File: src/inc/acc_pkg.sv
// Package for the converter control block: register map, fields, timing and carriers.
// Assumes a plain address/strobe register port and one 50 MHz clock.
package acc_pkg;
    localparam logic [2:0] ADDR_CONTROL = 3'h0;
    localparam logic [2:0] ADDR_RES_HIGH = 3'h1;
    localparam logic [2:0] ADDR_RES_LOW = 3'h2;
    localparam logic [2:0] ADDR_CLOCK_SEL = 3'h3;
    localparam logic [2:0] ADDR_IRQ = 3'h4;
    localparam logic [2:0] ADDR_STATUS = 3'h5;
    localparam int BIT_JUSTIFY = 7;
    localparam int BIT_REFSEL = 6;
    localparam int BIT_CHAN_LO = 2;
    localparam int BIT_GO = 1;
    localparam int BIT_ENABLE = 0;
    localparam int BIT_DONE_FLAG = 0;
    localparam int BIT_IRQ_EN = 1;
    localparam logic [7:0] CONTROL_RESET = 8'h00;
    localparam logic [7:0] CONTROL_WMASK = 8'hDF;
    localparam logic [2:0] CLKSEL_RESET = 3'h0;
    localparam logic [9:0] RESULT_RESET = 10'h000;
    localparam int CONV_BIT_PERIODS = 11;
    localparam int ABORT_BIT_PERIODS = 2;
    localparam int RC_PERIOD_NS = 4000;
    localparam int CLK_PERIOD_NS = 20;
    localparam int RC_DIV_CYCLES = (RC_PERIOD_NS + CLK_PERIOD_NS - 1) / CLK_PERIOD_NS;
    localparam int INSTR_NS = 80;
    localparam int INSTR_CYCLES = (INSTR_NS + CLK_PERIOD_NS - 1) / CLK_PERIOD_NS;
    localparam logic [2:0] CHAN_RESERVED = 3'h7;

    typedef struct packed {
        logic [2:0] addr;
        logic [7:0] wdata;
        logic wr;
        logic rd;
    } acc_bus_t;

    typedef struct packed {
        logic [7:0] ctrl;
        logic [2:0] clk_sel;
        logic irq_en;
        logic done_flag;
    } acc_regs_t;

    typedef struct packed {
        logic powered;
        logic sampling;
        logic converting;
        logic ref_external;
        logic [2:0] channel;
    } acc_analog_t;
endpackage : acc_pkg

File: src/hw/acc_divider.sv
// Bit period enable generator for the converter control block.
// Assumes one clock; produces a one-cycle enable each selected bit period.
`timescale 1ns/100ps
`default_nettype none
module acc_divider #(
    parameter int RC_DIV = acc_pkg::RC_DIV_CYCLES
) (
    input wire logic clk,
    input wire logic rst_n,
    input wire logic run,
    input wire logic [2:0] clk_sel,
    output logic tick
);
    import acc_pkg::*;

    typedef struct packed {
        logic [7:0] cnt;
        logic tick;
    } acc_div_state_t;

    acc_div_state_t s_q, s_d;

    function automatic logic [7:0] div_last(input logic [2:0] sel);
        logic [7:0] n;
        n = 8'h00;
        unique case (sel)
            3'h0: n = 8'h01;
            3'h4: n = 8'h03;
            3'h1: n = 8'h07;
            3'h5: n = 8'h0F;
            3'h2: n = 8'h1F;
            3'h6: n = 8'h3F;
            default: n = 8'(RC_DIV - 1);
        endcase
        return n;
    endfunction : div_last

    always_comb begin
        s_d = s_q;
        s_d.tick = 1'b0;
        if (!run) begin
            s_d.cnt = 8'h00;
        end else if (s_q.cnt >= div_last(clk_sel)) begin
            s_d.cnt = 8'h00;
            s_d.tick = 1'b1;
        end else begin
            s_d.cnt = s_q.cnt + 8'h01;
        end
    end

    always_ff @(posedge clk or negedge rst_n) begin
        if (!rst_n) begin
            s_q <= '0;
        end else begin
            s_q <= s_d;
        end
    end

    assign tick = s_q.tick;
endmodule : acc_divider
`default_nettype wire

File: src/hw/acc_top.sv
// Converter control block: control register, sequencing, result pair.
// Summary of operation
// - justify bit 1 gives right justified result, 0 gives left justified.
// - converter runs only while enable bit is 1.
// - writing start bit begins conversion; bit reads 1 while converting.
// - on completion clear start bit, set done flag, load result.
// - software clearing start aborts; result pair keeps previous value.
// - after abort wait 2 bit periods, then acquisition restarts.
// - reset returns all registers to reset values, converter off.
// - internal RC clock delays conversion start one instruction cycle.
// - Sleep with RC: wake if irq enabled, else shut off, enable kept.
// - Sleep with other clock aborts and shuts off, enable kept.
// - special event trigger sets start bit and resets trigger timer.
// - channel field selects four inputs, references; 111 reserved.
// - reference select 1 picks external pin, 0 the supply.
// - left justified: high holds bits 9..2, low 7..6 bits 1..0.
// - right justified: high 1..0 holds bits 9..8, low holds 7..0.
// - done flag set every conversion, cleared only by software.
// - a conversion takes 11 bit periods.
// - clock field picks system clock divisor or internal RC.
// Assumes the analog comparator answers per bit period on SAR_COMPARE.
`timescale 1ns/100ps
`default_nettype none
module acc_top #(
    parameter int RESULT_BITS = 10
) (
    input wire logic REF_CLK,
    input wire logic RESET_N,
    input wire acc_pkg::acc_bus_t BUS,
    output logic [7:0] RDATA,
    input wire logic SLEEP_REQ,
    input wire logic SPECIAL_TRIGGER,
    input wire logic SAR_COMPARE,
    output acc_pkg::acc_analog_t ANALOG,
    output logic [RESULT_BITS-1:0] SAR_TRIAL,
    output logic TIMER_CLEAR,
    output logic WAKE,
    output logic DONE_IRQ
);
    import acc_pkg::*;

    typedef enum logic [4:0] {
        ST_IDLE = 5'b00001,
        ST_DELAY = 5'b00010,
        ST_CONV = 5'b00100,
        ST_ABORT = 5'b01000,
        ST_OFF = 5'b10000
    } acc_state_t;

    typedef struct packed {
        acc_regs_t regs;
        acc_state_t st;
        logic [3:0] bits;
        logic [2:0] dly;
        logic [9:0] sar;
        logic [9:0] result;
        logic [7:0] rdata;
        logic timer_clear;
        logic wake;
        logic [2:0] cmp_sync;
        logic [2:0] trg_sync;
        logic [2:0] slp_sync;
        logic trg_prev;
        logic [2:0] lvl;
    } acc_top_state_t;

    acc_top_state_t s_q, s_d;
    logic tick;
    logic div_run;
    logic is_rc;
    logic cmp_bit;
    logic trg_lvl;
    logic slp_lvl;
    logic trg_edge;
    logic ana_powered;

    function automatic logic [7:0] result_byte(input logic [9:0] r, input logic right, input logic high);
        logic [7:0] b;
        b = 8'h00;
        if (right) begin
            b = high ? {6'h00, r[9:8]} : r[7:0];
        end else begin
            b = high ? r[9:2] : {r[1:0], 6'h00};
        end
        return b;
    endfunction : result_byte

    // A pin change counts once the second and third stages agree; until then the old level holds
    function automatic logic filt_level(input logic [2:0] sync, input logic held);
        logic lvl;
        lvl = held;
        if (sync[2] == sync[1]) begin
            lvl = sync[1];
        end
        return lvl;
    endfunction : filt_level

    function automatic logic is_busy(input acc_state_t st);
        return (st == ST_DELAY) || (st == ST_CONV);
    endfunction : is_busy

    assign cmp_bit = filt_level(s_q.cmp_sync, s_q.lvl[0]);
    assign trg_lvl = filt_level(s_q.trg_sync, s_q.lvl[1]);
    assign slp_lvl = filt_level(s_q.slp_sync, s_q.lvl[2]);
    assign trg_edge = trg_lvl && !s_q.trg_prev;
    assign is_rc = (s_q.regs.clk_sel[1:0] == 2'b11);
    // The divider stays cleared for the first abort cycle, so the wait counts
    // whole bit periods instead of a partial one left over from the conversion
    assign div_run = s_q.regs.ctrl[BIT_ENABLE]
        && ((s_q.st == ST_CONV) || (s_q.st == ST_ABORT && s_q.dly == 3'h0));

    acc_divider u_div (
        .clk(REF_CLK),
        .rst_n(RESET_N),
        .run(div_run),
        .clk_sel(s_q.regs.clk_sel),
        .tick(tick)
    );

    always_comb begin
        logic sw_go_write;
        logic sw_go_clear;
        logic done_evt;
        logic [7:0] wv;
        sw_go_write = 1'b0;
        sw_go_clear = 1'b0;
        done_evt = 1'b0;
        wv = BUS.wdata & CONTROL_WMASK;
        s_d = s_q;
        s_d.timer_clear = 1'b0;
        s_d.cmp_sync = {s_q.cmp_sync[1:0], SAR_COMPARE};
        s_d.trg_sync = {s_q.trg_sync[1:0], SPECIAL_TRIGGER};
        s_d.slp_sync = {s_q.slp_sync[1:0], SLEEP_REQ};
        s_d.trg_prev = trg_lvl;
        s_d.lvl = {slp_lvl, trg_lvl, cmp_bit};
        if (!slp_lvl) begin
            s_d.wake = 1'b0;
        end

        if (BUS.wr) begin
            unique case (BUS.addr)
                ADDR_CONTROL: begin
                    s_d.regs.ctrl = wv;
                    sw_go_write = wv[BIT_GO] && !s_q.regs.ctrl[BIT_GO];
                    sw_go_clear = !wv[BIT_GO] && s_q.regs.ctrl[BIT_GO];
                end
                ADDR_CLOCK_SEL: s_d.regs.clk_sel = BUS.wdata[2:0];
                ADDR_IRQ: begin
                    s_d.regs.irq_en = BUS.wdata[BIT_IRQ_EN];
                    s_d.regs.done_flag = BUS.wdata[BIT_DONE_FLAG];
                end
                default: ;
            endcase
        end

        // Trigger acts on its rising edge only
        if (trg_edge && s_q.regs.ctrl[BIT_ENABLE]) begin
            s_d.regs.ctrl[BIT_GO] = 1'b1;
            s_d.timer_clear = 1'b1;
            sw_go_write = 1'b1;
        end

        unique case (s_q.st)
            ST_IDLE, ST_OFF: begin
                if (sw_go_write && s_d.regs.ctrl[BIT_ENABLE]) begin
                    s_d.st = ST_DELAY;
                    s_d.dly = is_rc ? 3'(INSTR_CYCLES) : 3'h0;
                end else if (sw_go_write) begin
                    s_d.regs.ctrl[BIT_GO] = 1'b0;
                end
            end
            ST_DELAY: begin
                if (s_q.dly == 3'h0) begin
                    s_d.st = ST_CONV;
                    s_d.bits = 4'h0;
                    s_d.sar = 10'h200;
                end else begin
                    s_d.dly = s_q.dly - 3'h1;
                end
            end
            // Limitation: the comparator answer needs about four cycles through its
            // synchroniser, so the two fastest clock choices decide on a stale answer
            ST_CONV: begin
                if (tick) begin
                    if (s_q.bits != 4'h0) begin
                        // Bit decided: keep trial if comparator says input is above
                        if (!cmp_bit) begin
                            s_d.sar = s_q.sar & ~(10'h200 >> (s_q.bits - 4'h1));
                        end
                        // Next trial bit; after the last decision the shift runs out to zero
                        s_d.sar = s_d.sar | (10'h200 >> s_q.bits);
                    end
                    if (s_q.bits == 4'(CONV_BIT_PERIODS - 1)) begin
                        done_evt = 1'b1;
                    end else begin
                        s_d.bits = s_q.bits + 4'h1;
                    end
                end
            end
            ST_ABORT: begin
                // Starts are refused until the wait is over
                s_d.regs.ctrl[BIT_GO] = 1'b0;
                if (s_q.dly != 3'h0) begin
                    s_d.dly = s_q.dly - 3'h1;
                end else if (tick) begin
                    if (s_q.bits == 4'(ABORT_BIT_PERIODS - 1)) begin
                        s_d.st = ST_IDLE;
                    end else begin
                        s_d.bits = s_q.bits + 4'h1;
                    end
                end
            end
            default: s_d.st = ST_IDLE;
        endcase

        // Completion is applied after the bus write, so a set beats a clear in the same cycle
        if (done_evt) begin
            s_d.st = ST_IDLE;
            s_d.regs.ctrl[BIT_GO] = 1'b0;
            s_d.regs.done_flag = 1'b1;
            s_d.result = s_d.sar;
            if (slp_lvl && s_q.regs.irq_en) begin
                s_d.wake = 1'b1;
            end else if (slp_lvl) begin
                s_d.st = ST_OFF;
            end
        end else if (is_busy(s_q.st) && sw_go_clear) begin
            s_d.st = ST_ABORT;
            s_d.bits = 4'h0;
            s_d.dly = 3'h1;
        end else if (is_busy(s_q.st) && slp_lvl && !is_rc) begin
            s_d.st = ST_OFF;
            s_d.regs.ctrl[BIT_GO] = 1'b0;
        end

        if (!s_d.regs.ctrl[BIT_ENABLE]) begin
            s_d.st = ST_IDLE;
            s_d.regs.ctrl[BIT_GO] = 1'b0;
        end else if (s_q.st == ST_OFF && !slp_lvl && s_d.st == ST_OFF) begin
            s_d.st = ST_IDLE;
        end

        s_d.rdata = 8'h00;
        if (BUS.rd) begin
            unique case (BUS.addr)
                ADDR_CONTROL: s_d.rdata = s_q.regs.ctrl;
                ADDR_RES_HIGH: s_d.rdata = result_byte(s_q.result, s_q.regs.ctrl[BIT_JUSTIFY], 1'b1);
                ADDR_RES_LOW: s_d.rdata = result_byte(s_q.result, s_q.regs.ctrl[BIT_JUSTIFY], 1'b0);
                ADDR_CLOCK_SEL: s_d.rdata = {5'h00, s_q.regs.clk_sel};
                ADDR_IRQ: s_d.rdata = {6'h00, s_q.regs.irq_en, s_q.regs.done_flag};
                ADDR_STATUS: s_d.rdata = {3'h0, s_q.st};
                default: s_d.rdata = 8'h00;
            endcase
        end
    end

    always_ff @(posedge REF_CLK or negedge RESET_N) begin
        if (!RESET_N) begin
            s_q.regs <= '{ctrl: CONTROL_RESET, clk_sel: CLKSEL_RESET, irq_en: 1'b0, done_flag: 1'b0};
            s_q.st <= ST_IDLE;
            s_q.bits <= 4'h0;
            s_q.dly <= 3'h0;
            s_q.sar <= RESULT_RESET;
            s_q.result <= RESULT_RESET;
            s_q.rdata <= 8'h00;
            s_q.timer_clear <= 1'b0;
            s_q.wake <= 1'b0;
            s_q.cmp_sync <= 3'h0;
            s_q.trg_sync <= 3'h0;
            s_q.slp_sync <= 3'h0;
            s_q.trg_prev <= 1'b0;
            s_q.lvl <= 3'h0;
        end else begin
            s_q <= s_d;
        end
    end

    assign RDATA = s_q.rdata;
    // One driver for the whole carrier; acquisition resumes by itself once an abort wait ends
    assign ana_powered = s_q.regs.ctrl[BIT_ENABLE] && (s_q.st != ST_OFF);
    assign ANALOG = '{
        powered: ana_powered,
        sampling: ana_powered && (s_q.st == ST_IDLE),
        converting: (s_q.st == ST_CONV),
        ref_external: s_q.regs.ctrl[BIT_REFSEL],
        channel: s_q.regs.ctrl[BIT_CHAN_LO +: 3]
    };
    assign SAR_TRIAL = s_q.sar[RESULT_BITS-1:0];
    assign TIMER_CLEAR = s_q.timer_clear;
    assign WAKE = s_q.wake;
    assign DONE_IRQ = s_q.regs.done_flag && s_q.regs.irq_en;
endmodule : acc_top
`default_nettype wire

File: config.mk
export PLATFORM = sky130hd
export DESIGN_NAME = acc_top
export DESIGN_NICKNAME = d
export VERILOG_FILES = /design/src/inc/acc_pkg.sv /design/src/hw/acc_divider.sv /design/src/hw/acc_top.sv
export SDC_FILE = /design/constraint.sdc
export NUM_CORES = 1
export LEC_CHECK = 0
export BUFFER_PORTS_ARGS = -buffer_cell sky130_fd_sc_hd__buf_2
export CORE_MARGIN = 2
export CORE_UTILIZATION = 40
export CTS_CLUSTER_SIZE = 40
export DETAILED_ROUTE_END_ITERATION = 16
export RECOVER_POWER = 25
export SETUP_SLACK_MARGIN = 0.2
export SYNTH_ARGS = -nofsm -noshare
export SYNTH_HDL_FRONTEND = slang
export SYNTH_SLANG_ARGS = --single-unit
File: constraint.sdc
create_clock -name REF_CLK -period 3.65 [get_ports REF_CLK]
set_input_delay 0 -clock REF_CLK [delete_from_list [all_inputs] [get_ports REF_CLK]]
set_output_delay 0 -clock REF_CLK [all_outputs]
set_load 0.01 [all_outputs]
==> impl_metrics.csv, run 1 <==
group,metric,value,unit
status,status,"complete, but fails checks",
status,violations,"capacitance limit, slew limit",
sta,fin_crit_sh,0.716,
floorplanning,dieArea,0.0122,mm^2
critical_path,worstPathArrival,2.80,ns
sta,max-slew-margin-rel,-0.217,
pwr,pwr-share-clk,0.380,
critical_path,cp-startpoint,"s_q[46]",
cts,root_buffer,"clkbuf_16",
routing,drtIter0Drc,294,
cells_and_area,n_fill_cell,1035,
global_route,grt_pass1_wl,18000,um
cells_and_area,nets,519,
cts,clock_latency,0.34,ns
global_route,grt_pass1_vias,3445,
min_path,hold_path_class,"in2reg",
critical_path,cp_data_required_time,3.83,ns
synthesis,yosys-top-cells-area,"dfrtp_1 (41%), ha_1 (5.8%), buf_4 (4.0%)",
sta,slew_violations,76,
pwr,ir_worst_vdd,176,uV
critical_path,cpPeakStageDelay,0.71,ns
synthesis,ys_types,69,
cts,clkSinkCount,75,
critical_path,crit_fanout,10,
synthesis,synth_top_area_cell,"dfrtp_1",
cts,cts_buffers,9,
flow_run,max_cap_violations,1,
sta,setup_ws,1.04,ns
placement,dp.cells,597,
routing,drt_first_pass_iters,4,
synthesis,async_reset_ff_frac,1.00,
placement,io_buffers,44,
placement,dp_hpwl,7520,um
sta,worst_slew_pin_slew,1.83,ns
sta,finalSetupTns,0,ns
critical_path,path_class,"reg2reg",
synthesis,synthFlopType,"dfrtp_1",
cts,cts_tree,"done",
sta,fin_skew,0.00680,ns
critical_path,critPathSlowestCell,"nor4_1",
synthesis,syn_nets,497,
cells_and_area,fin_cells,625,
routing,post_drt_wl_per_cell,16.9,um
floorplanning,ioPinCount,46,
pwr,p_int,0.00156,W
global_route,overflow,0,
sta,setup_viol,0,
floorplanning,initial_core_util,0.415,
routing,via_per_inst,5.55,
synthesis,synth.most_common_cell,"dfrtp_1",
synthesis,synth_area,0.00453,mm^2
cts,clk_pin_slew_worst_paths,0.06,ns
pwr,design_power_total,0.00220,W
cells_and_area,drive_gt1_frac,0.140,
min_path,hold_start,"BUS[12]",
pwr,leakage,2.10,nW
synthesis,ys_ff_latch,75,
sta,rsz0062_at_grt,"no",
pwr,net-switching-power,0.000641,W
synthesis,ys_seq_area_frac,0.414,
synthesis,yosys.area.top_type_share,0.408,
pwr,p_sw_frac,0.292,
sta,final_hold_viol_count,0,
synthesis,synth_edf_count,0,
synthesis,synth_common_cells,"dfrtp_1 (74), nand2_1 (35), buf_4 (24)",
sta,max_freq,0.383,GHz
floorplanning,rows,38,
pwr,p_per_area,439,mW/mm^2
cells_and_area,n_antenna_cell,0,
synthesis,synth_area_per_cell,9.90,um^2
cts,cts_setup_buffers,0,
cts,cts_resized,0,
routing,finalWirelength,10600,um
synthesis,yosysWarnings,0,
placement,dp_slack,1.09,ns
cts,cts_hold_buf,12,
critical_path,path_delay_family,"adder cells",
pwr,pwr-share-comb,0.172,
synthesis,synth_cells,458,
floorplanning,die_h,110,um
cts,clockBufferDepth,2,
floorplanning,dieWidth,110,um
critical_path,cp_num_buf_inv,2,
routing,drc,0,
critical_path,crit_chain,"inv_1 -> ha_1 -> ha_1 -> inv_1 -> nor4_1 -> o31ai_1",
critical_path,end_kind,"flop",
pwr,sequentialPowerShare,0.447,
critical_path,setup.worst_path.start_class,"flop",
cts,cts_max_level,3,
routing,vias,3469,
critical_path,r2r-start,"s_q[46]",
placement,gp_congestion,0.849,
floorplanning,core_area,0.0109,mm^2
global_route,grt_max_degree,76,
sta,finalCriticalPeriod,2.61,ns
global_route,antenna_found_initial,0,
cells_and_area,areaGrowthSynthToFinish,10.3,%
global_route,track_usage,0.181,
routing,final_antenna_net_count,0,
## final cells by class
cell class                      count  area (um^2)  area share
Timing Repair Buffer               56          309      0.0618
Sequential cell                    75         1880       0.375
Tap cell                          140          175      0.0350
Inverter                           16         60.1      0.0120
Clock inverter                      4         25.0     0.00500
Multi-Input combinational cell    322         2300       0.460
Clock buffer                       12          256      0.0513
## sequential cells by signal, summed over array words and instances, names as in the netlist
| register | flops |
|---|---|
| u_div.s_q | 8 |
| s_d | 6 |
| TIMER_CLEAR | 1 |
| u_div.tick | 1 |
| SAR_TRIAL | 10 |
| ANALOG | 4 |
| RDATA | 8 |
| WAKE | 1 |
| s_q | 36 |
## worst reg2reg max path, delay by kind of cell (launching register included)
| family | cells | cell delay, ns |
|---|---|---|
| adder cells (fa/ha/maj) | 2 | 0.83 |
| AO/OA/AOI/OAI | 1 | 0.15 |
| flip-flops | 1 | 0.55 |
| AND/OR/NAND/NOR | 1 | 0.71 |
| buffers and inverters | 2 | 0.23 |
## power groups by stage
stage / combinational [W] / clock (W) / sequential, W
after detailed placement: 0.000376 / 0 / 0.000996
after floorplan: 0.000308 / 0 / 0.000953
after global placement: 0.000366 / 0 / 0.000993
after CTS: 0.000388 / 0.000860 / 0.000981
final: 0.000378 / 0.000835 / 0.000982
after global routing: 0.000428 / 0.000903 / 0.000996
## cells by family after synthesis
logic type               after synthesis  synth area share
AND/OR/NAND/NOR                      159             0.207
XOR/XNOR                               9            0.0174
AO/OA/AOI/OAI                        113             0.178
adder cells (fa/ha/maj)               24            0.0646
multiplexers                          17            0.0403
flip-flops                            75             0.414
buffers and inverters                 61            0.0786
## cells in the final DEF (no fill, tap or decap), types with 4 or more instances in the layout
| master | netlist | layout |
|---|---|---|
| a21oi_1 | 20 | 20 |
| o211ai_1 | 4 | 4 |
| o21ai_0 | 17 | 17 |
| nand2_1 | 35 | 35 |
| mux2_2 | 10 | 10 |
| o31ai_1 | 4 | 4 |
| nor2b_1 | 8 | 8 |
| o21ai_1 | 5 | 5 |
| or3_1 | 4 | 4 |
| a211oi_1 | 8 | 8 |
| and3_1 | 4 | 4 |
| a21o_1 | 4 | 4 |
| mux2i_1 | 7 | 7 |
| a31oi_1 | 6 | 6 |
| nand2_2 | 5 | 5 |
| buf_2 | 6 | 18 |
| nor3b_1 | 10 | 10 |
| inv_1 | 16 | 16 |
| dfrtp_1 | 74 | 74 |
| nand3b_1 | 7 | 7 |
| ha_1 | 21 | 21 |
| xor2_1 | 7 | 7 |
| nand2b_1 | 11 | 11 |
| nor3_1 | 10 | 10 |
| clkbuf_1 | 9 | 26 |
| dlygate4sd3_1 | 0 | 12 |
| nand3_1 | 14 | 14 |
| o31ai_2 | 4 | 4 |
| a22oi_1 | 10 | 10 |
| nor2_1 | 19 | 19 |
| and4_1 | 5 | 5 |
| clkbuf_16 | 0 | 9 |
## path summary, 6_finish.rpt
kind | end | slack [ns] | cells after the start
hold reg to reg | s_d[9] | 0.35 | 0
min in group asynchronous | s_d[11] | 0.66 | 2
hold / removal | RDATA[6] | 0.03 | 2
setup reg to reg | s_q[23] | 1.04 | 6
setup / recovery | s_q[23] | 1.04 | 6
max in group asynchronous | RDATA[0] | 1.86 | 2
## through the flow
| step | util | hold WS, ns | instance area [um^2] |
|---|---|---|---|
| 2_1_floorplan | - | -0.296 | 4530 |
| 3_3_place_gp | 0.424 | 0.108 | 4640 |
| 3_5_place_dp | 0.424 | 0.112 | 4640 |
| 4_1_cts | 0.461 | 0.0154 | 5040 |
| 5_1_grt | 0.458 | 0.0473 | 5000 |
| 6_report | 0.458 | 0.0312 | 5000 |
## per-layer routing
layer / wire, um / track usage / vias up
li1: - / - / 1686
met1: 5180 / 0.260 / 1699
met2: 4870 / 0.272 / 71
met3: 381 / 0.0351 / 13
met4: 153 / 0.0617 / 0
met5: 0 / 0 / -
Note: power is estimated with default switching activity, not from simulation.
==> inputs of run 2 (changes only) <==
==> constraint.sdc (replaced) <==
create_clock -name REF_CLK -period 2.3 [get_ports REF_CLK]
set_input_delay 0 -clock REF_CLK [delete_from_list [all_inputs] [get_ports REF_CLK]]
set_output_delay 0 -clock REF_CLK [all_outputs]
set_load 0.01 [all_outputs]
==> run 2 against run 1 <==
Compared with the run above:
- fmax increased by 28%
- wire length up 5.2%
- largest cell class unchanged
- critical path depth is 1 higher
- design area increased by 8.2%
- global-route usage is 0.21 points lower
- the flow now finishes without violations
- sequential share of layout area fell by 2.8 points
- final cell count is 3.5% higher
- worst setup slack lost 0.78 ns
- clock power up 100%
- clock skew is 0.0011 ns lower
- critical endpoint is now u_div.s_q[4]
- die area unchanged
==> impl_metrics.csv, run 2 (same netlist as run 1, synthesis figures left out) <==
group,metric,value,unit
pwr,ir_worst_vdd,383,uV
placement,placed_area,0.00480,mm^2
critical_path,critPathSlowestCell,"a2111o_1",
sta,finalSetupTns,0,ns
sta,fin_hold_ws,0.0290,ns
critical_path,reg2reg_to,"u_div.s_q[4]",
critical_path,crit_fanout,7,
cells_and_area,nets,541,
sta,max-slew-margin-rel,0.150,
floorplanning,core_area,0.0109,mm^2
global_route,grt_pass1_vias,3461,
cts,root_buffer,"clkbuf_16",
cells_and_area,n_antenna_cell,0,
pwr,leakage,2.36,nW
cells_and_area,fin_cells,647,
critical_path,r2r-start,"s_q[57]",
sta,setup_ws,0.258,ns
flow_run,max_cap_violations,0,
sta,setup_viol,0,
sta,final_hold_viol_count,0,
global_route,overflow,0,
sta,fin_crit_sh,0.888,
cells_and_area,largest_reg_flops,36,
routing,vias,3609,
cells_and_area,layout_commonest_cell,"dfrtp_1",
placement,dp_slack,0.174,ns
global_route,grt_pass1_wl,17600,um
pwr,p_per_area,728,mW/mm^2
cells_and_area,layout_common_cells,"dfrtp_1 (72), buf_2 (39), nand2_1 (35)",
global_route,track_usage,0.178,
critical_path,cpPeakStageDelay,0.40,ns
floorplanning,dieWidth,110,um
critical_path,rr_worst_depth,7,
min_path,hold-path-cell-count,2,
global_route,grt_max_degree,52,
cts,clock_latency,0.34,ns
sta,finalCriticalPeriod,2.04,ns
routing,top_layer_used,"met4",
routing,wl_met3,509,um
routing,drt_first_pass_iters,5,
status,status,"finished clean",
min_path,hold_path_class,"in2reg",
sta,slew_violations,0,
routing,final_antenna_net_count,0,
routing,post_drt_wl_per_cell,17.2,um
floorplanning,ioPinCount,46,
cts,clockBufferDepth,2,
floorplanning,rows,38,
cells_and_area,top_register,"s_q",
critical_path,setup.worst_path.start_class,"flop",
global_route,antenna_found_initial,0,
critical_path,r2r_slack,0.26,ns
cells_and_area,drive_gt1_frac,0.264,
cells_and_area,n_fill_cell,1011,
critical_path,cp_data_required_time,2.55,ns
critical_path,worstPathArrival,2.29,ns
cts,cts_tree,"done",
routing,drc,0,
routing,finalWirelength,11100,um
cells_and_area,design_area,0.00541,mm^2
floorplanning,dieArea,0.0122,mm^2
placement,io_buffers,44,
placement,gp_congestion,0.829,
placement,dp_hpwl,7790,um
cts,clkSinkCount,75,
min_path,hold_path_end,"RDATA[6]",
floorplanning,die_h,110,um
routing,wl_met2,5200,um
floorplanning,initial_core_util,0.415,
placement,dp.cells,616,
cts,clk_pin_slew_worst_paths,0.06,ns
sta,fin_skew,0.00565,ns
routing,via_per_inst,5.58,
cts,cts_max_level,3,
routing,drtIter0Drc,305,
critical_path,path_class,"reg2reg",
critical_path,crit_chain,"buf_4 -> nand2_1 -> ha_1 -> a2111o_1 -> a31oi_4 -> o21ai_4 -> a211oi_2",
sta,rsz0062_at_grt,"yes",
sta,max_freq,0.490,GHz
min_path,hold_start,"BUS[12]",
cells_and_area,regArea,0.00188,mm^2
cells_and_area,multi_input_area,0.00243,mm^2
critical_path,end_kind,"flop",
sta,worst_slew_pin_slew,1.27,ns
routing,wl_met1,5220,um
cells_and_area,areaGrowthSynthToFinish,19.4,%
cts,cts_buffers,9,
run 2: critical path: cells and delay by family, from the launching register on:
kind	cells	cell delay [ns]
compound gates	4	0.98
fa+ha+maj	1	0.27
buf+inv	1	0.16
flops	1	0.38
simple gates	1	0.16
run 2: through the flow:
step                 util  total power, W
CTS                 0.483         0.00393
finish              0.495         0.00394
detailed placement  0.439         0.00221
floorplan               -         0.00200
global placement    0.439         0.00220
global route        0.495         0.00412
run 2: area by class of cell:
type | count | area share
Sequential cell | 75 | 0.347
Clock buffer | 11 | 0.0467
Multi-Input combinational cell | 323 | 0.449
Tap cell | 140 | 0.0324
Timing Repair Buffer | 77 | 0.0934
Clock inverter | 5 | 0.0199
Inverter | 16 | 0.0111
run 2: where the power goes:
group / switching, W / internal (W)
Clock: 0.000571 / 0.00113
Sequential: 0.000111 / 0.00142
Combinational: 0.000403 / 0.000313
run 2: how the worst max path moves through the flow:
| stage | startpoint | to | slack (ns) | cells past startpoint |
|---|---|---|---|---|
| floorplan | s_q[47] | SAR_TRIAL[4] | 0.26 | 7 |
| CTS | s_q[57] | u_div.s_q[4] | 0.24 | 7 |
| detailed placement | s_q[57] | u_div.s_q[3] | 0.17 | 7 |
| finish | s_q[57] | u_div.s_q[4] | 0.26 | 7 |
| global placement | s_q[57] | u_div.s_q[5] | 0.26 | 7 |
| global route | s_q[47] | SAR_TRIAL[8] | 0.20 | 7 |
run 2: routing by layer:
layer  up-vias  global-route usage
li1       1743                   -
met1      1757               0.249
met2        93               0.272
met3        16              0.0346
met4         0              0.0750
met5         -                   0
run 2: repair_timing:
action	in CTS	in global routing
gates cloned	0	1
hold buffers	12	0
endpoints found under the setup margin	8	28
pin swaps	0	2
gates resized for setup	1	23
endpoints found under the hold margin	65	0
setup buffers	0	2
